<file path="src/hdl/stec_pkg.sv">
// package of register layouts, reset values and indices for the sdram timing and ecc csr bank
//////////////////////////////////////////////////////////////////////////////
// Summary of operation
// - activate-to-access delay in bits 3:0, precharge-to-activate in 11:8, 2 to 11.
// - activate spacing between different banks in bits 7:4, 2 to 8 cycles.
// - activate-to-precharge time in bits 23:16, 4 to 29 cycles, before precharge.
// - same-bank activate-to-activate time in bits 31:24, 8 to 40 cycles.
// - write-to-read turnaround in bits 3:0 (1 to 10), read-to-precharge in 7:4.
// - at most four activates per rolling window from bits 15:8, 6 to 32.
// - periodic refresh interval in bits 15:0, 780 to 6240 cycles.
// - refresh cycle wait after each refresh in bits 23:16, 12 to 88.
// - additive latency at bits 7:4, cas write latency at 11:8 time data.
// - control bit 0, reset one, enables check bit generation and checking if built.
// - control bit 1 schedules automatic correction on single-bit errors.
// - control bit 2 flips data bit 0 of every written word.
// - control bit 3 flips data bits 0 and 1 of every written word.
// - interrupt output driven only while control bit 4 is one; resets to one.
// - bits 5, 6, 8 mask single, double and dropped-correction interrupts.
// - writing one to control bit 7 clears interrupt, status and address; self-clears.
// - status bits 0, 1, 2 stick on single, double, dropped-correction events.
// - status bits 15:8, 23:16, 31:24 count those events since the last clear.
// - read-only register holds burst-aligned address of the most recent ecc error.
//////////////////////////////////////////////////////////////////////////////
package stec_pkg;

	// register indices; byte address is four times the index
	localparam int unsigned ADDR_W = 12;
	localparam logic [8:0] IDX_ROW = 9'h123;
	localparam logic [8:0] IDX_TURN = 9'h124;
	localparam logic [8:0] IDX_REFRESH = 9'h125;
	localparam logic [8:0] IDX_LAT = 9'h126;
	localparam logic [8:0] IDX_CTRL = 9'h130;
	localparam logic [8:0] IDX_STAT = 9'h131;
	localparam logic [8:0] IDX_EADDR = 9'h132;
	localparam logic [7:0] TALLY_MAX = 8'hFF;

	typedef struct packed {
		logic [7:0] act_act_same;
		logic [7:0] act_pre;
		logic [3:0] mode_load;
		logic [3:0] pre_act;
		logic [3:0] act_act_diff;
		logic [3:0] act_access;
	} stec_row_type;

	typedef struct packed {
		logic [15:0] rsvd;
		logic [7:0] four_act_window;
		logic [3:0] rd_pre;
		logic [3:0] wr_rd;
	} stec_turn_type;

	typedef struct packed {
		logic [7:0] rsvd;
		logic [7:0] refresh_cycle;
		logic [15:0] refresh_interval;
	} stec_refresh_type;

	typedef struct packed {
		logic [11:0] rsvd;
		logic [3:0] burst_len;
		logic [3:0] wr_recovery;
		logic [3:0] cas_wr_lat;
		logic [3:0] additive_lat;
		logic [3:0] cas_lat;
	} stec_lat_type;

	typedef struct packed {
		logic [22:0] rsvd;
		logic lost_fix_irq_mask;
		logic clear;
		logic double_fault_irq_mask;
		logic single_fault_irq_mask;
		logic irq_output_enable;
		logic inject_two_bit_fault;
		logic inject_one_bit_fault;
		logic scrub_on_single_error;
		logic ecc_enable;
	} stec_ctrl_type;

	typedef struct packed {
		logic [7:0] lost_fix_tally;
		logic [7:0] double_fault_tally;
		logic [7:0] single_fault_tally;
		logic [4:0] rsvd;
		logic lost_fix_flag;
		logic double_fault_flag;
		logic single_fault_flag;
	} stec_status_type;

	// timing fields handed to the command scheduler
	typedef struct packed {
		stec_row_type row;
		stec_turn_type turn;
		stec_refresh_type refresh;
		stec_lat_type lat;
	} stec_timing_type;

	// one-cycle error reports from the ecc datapath, same clock
	typedef struct packed {
		logic single_fault;
		logic double_fault;
		logic lost_fix;
		logic [31:0] addr;
	} stec_event_type;

	// ecc steering handed to the datapath
	typedef struct packed {
		logic ecc_on;
		logic scrub;
		logic [1:0] inject_mask;
	} stec_ecc_cfg_type;

	typedef struct packed {
		stec_timing_type timing;
		stec_ctrl_type ctrl;
		stec_status_type status;
		logic [31:0] err_addr;
		stec_ecc_cfg_type cfg;
		logic [31:0] rdata;
		logic irq;
	} stec_state_type;

	// reset values of the timing registers sit inside the legal ranges
	localparam stec_row_type ROW_RST = stec_row_type'(32'h140F_4646);
	localparam stec_turn_type TURN_RST = stec_turn_type'(32'h0000_1444);
	localparam stec_refresh_type REFRESH_RST = stec_refresh_type'(32'h0034_0618);
	localparam stec_lat_type LAT_RST = stec_lat_type'(32'h0008_6506);
	localparam stec_ctrl_type CTRL_RST = stec_ctrl_type'(32'h0000_0011);
	localparam stec_ecc_cfg_type CFG_RST = stec_ecc_cfg_type'(4'h8);

	function automatic logic [ADDR_W-1:0] stec_byte_addr(input logic [8:0] idx);
		return {1'b0, idx, 2'b00};
	endfunction : stec_byte_addr

	// counters hold at their top value instead of wrapping
	function automatic logic [7:0] stec_sat_inc(input logic [7:0] v);
		return (v == TALLY_MAX) ? v : v + 8'h01;
	endfunction : stec_sat_inc

endpackage : stec_pkg

</file>
<file path="src/hdl/stec_csr.sv">
// register bank holding sdram timing parameters and ecc control and status
//
// The implementer's own choice: strobed register access.
`timescale 1ns/1ps
module stec_csr import stec_pkg::*; #(
	parameter bit ECC_BUILT = 1'b1
) (
	input wire logic CLOCK,
	input wire logic SRST,
	input wire logic CE,
	input wire logic [ADDR_W-1:0] ADDR,
	input wire logic [31:0] WDATA,
	input wire logic WR,
	input wire logic RD,
	output logic [31:0] RDATA,
	input wire stec_event_type EVT,
	output stec_timing_type TIMING,
	output stec_ecc_cfg_type ECC_CFG,
	output logic IRQ
);

	stec_state_type s_q;
	stec_state_type s_d;
	logic clr;
	logic any_err;

	//////////////////////////////////////////////////////////////////////////////
	// next-state logic: writes, clear, error events, read data
	always_comb begin
		s_d = s_q;
		clr = 1'b0;
		any_err = EVT.single_fault | EVT.double_fault;
		// read data stands for one cycle only
		s_d.rdata = '0;
		if (WR) begin
			unique case (ADDR)
				stec_byte_addr(IDX_ROW): begin
					s_d.timing.row = stec_row_type'(WDATA);
				end
				stec_byte_addr(IDX_TURN): begin
					s_d.timing.turn = stec_turn_type'(WDATA);
					s_d.timing.turn.rsvd = '0;
				end
				stec_byte_addr(IDX_REFRESH): begin
					s_d.timing.refresh = stec_refresh_type'(WDATA);
					s_d.timing.refresh.rsvd = '0;
				end
				stec_byte_addr(IDX_LAT): begin
					s_d.timing.lat = stec_lat_type'(WDATA);
					s_d.timing.lat.rsvd = '0;
				end
				stec_byte_addr(IDX_CTRL): begin
					s_d.ctrl = stec_ctrl_type'(WDATA);
					s_d.ctrl.rsvd = '0;
					clr = WDATA[7];
					s_d.ctrl.clear = 1'b0;
				end
				default: begin
					// read-only and unmapped addresses ignore writes
				end
			endcase
		end
		// clear first, so an event in the same cycle still lands
		if (clr) begin
			s_d.status = '0;
			s_d.err_addr = '0;
		end
		if (EVT.single_fault) begin
			s_d.status.single_fault_flag = 1'b1;
			s_d.status.single_fault_tally = stec_sat_inc(s_d.status.single_fault_tally);
		end
		if (EVT.double_fault) begin
			s_d.status.double_fault_flag = 1'b1;
			s_d.status.double_fault_tally = stec_sat_inc(s_d.status.double_fault_tally);
		end
		if (EVT.lost_fix) begin
			s_d.status.lost_fix_flag = 1'b1;
			s_d.status.lost_fix_tally = stec_sat_inc(s_d.status.lost_fix_tally);
		end
		if (any_err) begin
			s_d.err_addr = EVT.addr;
		end
		// interrupt follows the new flags and control in the same edge
		s_d.irq = s_d.ctrl.irq_output_enable &
			((s_d.status.single_fault_flag & ~s_d.ctrl.single_fault_irq_mask) |
			(s_d.status.double_fault_flag & ~s_d.ctrl.double_fault_irq_mask) |
			(s_d.status.lost_fix_flag & ~s_d.ctrl.lost_fix_irq_mask));
		// the ecc enable has no effect in a build without ecc
		s_d.cfg.ecc_on = ECC_BUILT & s_d.ctrl.ecc_enable;
		s_d.cfg.scrub = ECC_BUILT & s_d.ctrl.scrub_on_single_error;
		s_d.cfg.inject_mask[0] = s_d.ctrl.inject_one_bit_fault | s_d.ctrl.inject_two_bit_fault;
		s_d.cfg.inject_mask[1] = s_d.ctrl.inject_two_bit_fault;
		// reads show the values before this cycle's update
		if (RD) begin
			unique case (ADDR)
				stec_byte_addr(IDX_ROW): s_d.rdata = s_q.timing.row;
				stec_byte_addr(IDX_TURN): s_d.rdata = s_q.timing.turn;
				stec_byte_addr(IDX_REFRESH): s_d.rdata = s_q.timing.refresh;
				stec_byte_addr(IDX_LAT): s_d.rdata = s_q.timing.lat;
				stec_byte_addr(IDX_CTRL): s_d.rdata = s_q.ctrl;
				stec_byte_addr(IDX_STAT): s_d.rdata = s_q.status;
				stec_byte_addr(IDX_EADDR): s_d.rdata = s_q.err_addr;
				default: s_d.rdata = '0;
			endcase
		end
	end

	//////////////////////////////////////////////////////////////////////////////
	// state register; clock enable low freezes everything, but synchronous reset still loads
	always_ff @(posedge CLOCK) begin
		if (SRST) begin
			s_q.timing.row <= ROW_RST;
			s_q.timing.turn <= TURN_RST;
			s_q.timing.refresh <= REFRESH_RST;
			s_q.timing.lat <= LAT_RST;
			s_q.ctrl <= CTRL_RST;
			s_q.status <= '0;
			s_q.err_addr <= '0;
			s_q.cfg <= stec_ecc_cfg_type'({CFG_RST.ecc_on & ECC_BUILT, CFG_RST[2:0]});
			s_q.rdata <= '0;
			s_q.irq <= 1'b0;
		end else if (CE) begin
			s_q <= s_d;
		end
	end

	// outputs come straight from the state register
	assign RDATA = s_q.rdata;
	assign TIMING = s_q.timing;
	assign ECC_CFG = s_q.cfg;
	assign IRQ = s_q.irq;
endmodule : stec_csr

</file>
<file path="config.mk">
export PLATFORM = sky130hd
export DESIGN_NAME = stec_csr
export DESIGN_NICKNAME = d
export VERILOG_FILES = /design/src/hdl/stec_pkg.sv /design/src/hdl/stec_csr.sv
export SDC_FILE = /design/constraint.sdc
export NUM_CORES = 1
export LEC_CHECK = 0
export BUFFER_PORTS_ARGS = -buffer_cell sky130_fd_sc_hd__clkbuf_2
export CAP_MARGIN = 20
export CORE_MARGIN = 5
export CORE_UTILIZATION = 40
export CTS_CLUSTER_SIZE = 12
export DETAILED_ROUTE_END_ITERATION = 12
export PLACE_DENSITY = 0.75
export SLEW_MARGIN = 20
export SYNTH_ARGS = -nofsm -noshare
export SYNTH_HDL_FRONTEND = slang
export SYNTH_SLANG_ARGS = --single-unit
</file>
<file path="constraint.sdc">
create_clock -name CLOCK -period 2.5 [get_ports CLOCK]
set_input_delay 0.75 -clock CLOCK [delete_from_list [all_inputs] [get_ports CLOCK]]
set_output_delay 0.75 -clock CLOCK [all_outputs]
set_load 0.05 [all_outputs]
</file>
==> impl_results.md <==
- Count of warnings emitted by yosys: 0
- Result of the run: finished, final reports clean
- Worst-case hold path end point: RDATA[18]$_SDFFE_PP0P_
- Maximum number of buffers from clock root to sink: 2
- Chip width: 164.6 um
- Power density normalized to cell area: 588.2 nW/um^2
- Initial antenna violation count: 3
- Placed cells: 1568
- Share of the clock period used by the worst path after layout: 93.07%
- Layout net count: 1352
- Critical Path Start Type: primary input
- Pin count of the biggest net entering global routing: 70
- Grt total ovfl: 0
- Starting Density: 40.73%
- Detailed Route Iter0 Violations: 785
- CP arrival: 2.66 ns
- Multi-input combinational cell area: 4239 um^2
- Simple-Gate Fraction of Synth Area: 21.41%
- Setup Skew: 0.01030 ns
- Storage cell area: 3864 um^2
- Largest fanout on the critical path: 5
- R2R Path End: s_q[96]$_SDFFE_PP0P_
- Remaining max-slew budget at the tightest pin: 31.92%
- Fraction of layout cells with a size suffix above 1: 25.68%
- Clock slew at the register clock pins of the worst setup and hold paths: 0.07 ns
- Count of clock tree sinks: 193
- DRC violation count after routing: 0
- Count of distinct cell types in the synthesized netlist: 58
- Total die area: 27090 um^2
- Count of antenna-violating nets left after detailed routing: 0
- Max rail drop VDD: 0.0004169 V
- Boundary Pins: 249
- Setup violations, final: 0
- Last weighted congestion value of the routability-driven placer: 0.9331
- Top library cells by usage in the layout, fill and taps aside: 257 x nand2_1, 211 x clkbuf_2, 193 x dfxtp_1
- First-pass GRT wire length: 45840 um
- Share of synthesized area occupied by flip-flops and latches: 40.41%
- Post-synth top flop: dfxtp_1
- Mean instance size in the synthesized netlist: 8.102 um^2
- Combinational family with the most area after synthesis: simple AND/OR/NAND/NOR gates
- Total power after layout: 6386 uW
- CTS tree: built
- Per-cell via count in the routed design: 5.399
- Synth-to-layout area growth: 13.55%
- Die extent in y: 164.6 um
- Overall fraction of global-route tracks in use: 21.63%
- Cell depth of the worst flop-to-flop path: 6
- Hold path cells: 2
- Total of cells resized after clock tree synthesis: 0
- Adder-cell share of the synthesized area: 0%
- Number of buffers inserted for hold repair after clock tree synthesis: 0
- Fin Setup TNS: 0 ns
- Commonest non-fill, non-tap cell in the layout: nand2_1
- Worst-skew pair later-pin latency: 0.43 ns
- Total of fill cells in the finished design: 2295
- Worst-case register-to-register setup slack: 0.93 ns
- CTS H-tree depth: 4
- Synth Area in XOR/XNOR: 0.2748%
- Max-slew violation count: 0
- Fraction of the mapped netlist area in compound gates: 17.81%
- Number of global-route vias before repair: 8147
- Actual transition at the worst max-transition pin: 1.019 ns
- Finished Layout Cells: 1600
- WL per Instance: 18.79 um
- Estimated wirelength of the detail-placed design: 22480 um
- Endpoint class of the critical path: flop
- Root buffer cell: clkbuf_16
- Endpoints failing hold: 0
- Number of buffers created by CTS: 17
- WP data required: 2.83 ns
- Multiplexer share of the synthesized area: 3.219%
- Via count: 8639
- Share of flip-flops with an asynchronous set or reset after synthesis: 0%
- Number of core rows: 56
- Synth Cell Area: 9560 um^2
- Placeable core region: 23470 um^2
- Kind of critical path: in -> reg
- Static Leakage: 0.004530 uW
- Unrepaired setup endpoints after global routing: no
- IO buf count: 212
- Class of the worst hold path: reg -> reg
- Wirelength, routed: 30060 um
- EDFF count, synth: 0
- Synthesized instance count: 1180
- Post-CTS setup repair buffer count: 0
- Initial DRT Pass Iterations: 6
- FF-to-FF Start: s_q[98]$_SDFFE_PP0P_
- Maximum achievable frequency: 429.8 MHz
- Number of diodes added for antenna fixing: 0
- FF+latch count, synth: 193
- Clock period minus final worst setup slack: 2.327 ns
- Maximum capacitance violations: 0
- Hold wc startpoint: RDATA[18]$_SDFFE_PP0P_
==> critical path, stage by stage <==
cell      delay [ns]
clkbuf_2        0.15
buf_4           0.18
nor4b_4         0.40
nand3_1         0.32
or3_1           0.43
nand3_1         0.09
a221oi_1        0.05
a221oi_1        0.28
==> metrics by stage <==
stage	cell area (um^2)	setup slack (ns)	util [%]	hold slack, ns
6_report	10860	0.1733	46.25	0.4601
5_1_grt	10860	0.07335	46.25	0.4777
4_1_cts	10860	0.2255	46.25	0.4637
3_5_place_dp	10260	-0.2073	43.73	0.4465
3_3_place_gp	10260	-0.1783	43.70	0.4355
2_1_floorplan	9692	0.01036	-	0.4263
==> how the worst max path moves through the flow <==
stage	start	slack, ns	cells after the start	to
2_1_floorplan	ADDR[5]	0.01	7	s_q[70]$_SDFFE_PP0P_
6_report	ADDR[4]	0.17	8	RDATA[0]$_SDFFE_PP0P_
4_1_cts	ADDR[4]	0.23	8	RDATA[8]$_SDFFE_PP0P_
5_1_grt	ADDR[4]	0.07	8	RDATA[8]$_SDFFE_PP0P_
3_5_place_dp	ADDR[4]	-0.21	8	RDATA[8]$_SDFFE_PP0P_
3_3_place_gp	ADDR[4]	-0.18	8	RDATA[8]$_SDFFE_PP0P_
==> synthesized netlist by cell type (all sizes together), types with 9 or more instances <==
master     n  area share [%]
clkbuf    56             2.2
mux2i     24             2.5
a21oi    100             5.2
a22oi     20             1.6
a211oi    14             1.1
dfxtp    193              40
inv        9            0.35
nand4      9            0.59
a22o       9            0.82
nor2      43             1.7
a221oi    22             2.0
nand3     43             2.3
nand3b    26             2.0
a222oi    13             1.4
nor3      11            0.69
nand2    257              10
o21ai     42             2.2
buf      189              14
o2bb2ai   12             1.1
==> area by class of cell <==
cell class,count,share of cell area (%)
Sequential cell,193,35.59
Inverter,9,0.3112
Timing Repair Buffer,279,15.93
Clock inverter,15,1.521
Tap cell,319,3.677
Clock buffer,17,3.919
Multi-Input combinational cell,768,39.05
==> routing by layer <==
layer | vias up | GRT usage, % | share of wire, % | routed length (um)
met3 | 57 | 5.965 | 9.5 | 2864
met4 | 6 | 7.864 | 2.4 | 726
met5 | - | 0 | 0.11 | 34
met2 | 452 | 33.67 | 46 | 13750
li1 | 4078 | - | - | -
met1 | 4046 | 28.77 | 42 | 12680
==> sequential cells by signal (all words and copies together), names as in the netlist <==
name,cells
ECC_CFG,3
IRQ,1
RDATA,32
TIMING,92
s_q,65
==> power by group <==
part | leakage, uW | total, uW | internal (uW) | switching [uW]
combinational | 0.00268 | 498 | 145 | 352
sequential | 0.00156 | 3140 | 3110 | 34.4
clock | 0.000292 | 2740 | 1420 | 1320
total | 0.00453 | 6390 | 4680 | 1710
==> logic make-up after synthesis <==
| kind of cell | after synthesis |
|---|---|
| and+or+nand+nor | 438 |
| xor gates and xnor gates | 3 |
| AOI/OAI and AO/OA | 261 |
| muxes | 30 |
| buffers and inverters | 254 |
| other | 1 |
| DFF | 193 |
No activity file was read; power rests on OpenSTA's default activity.
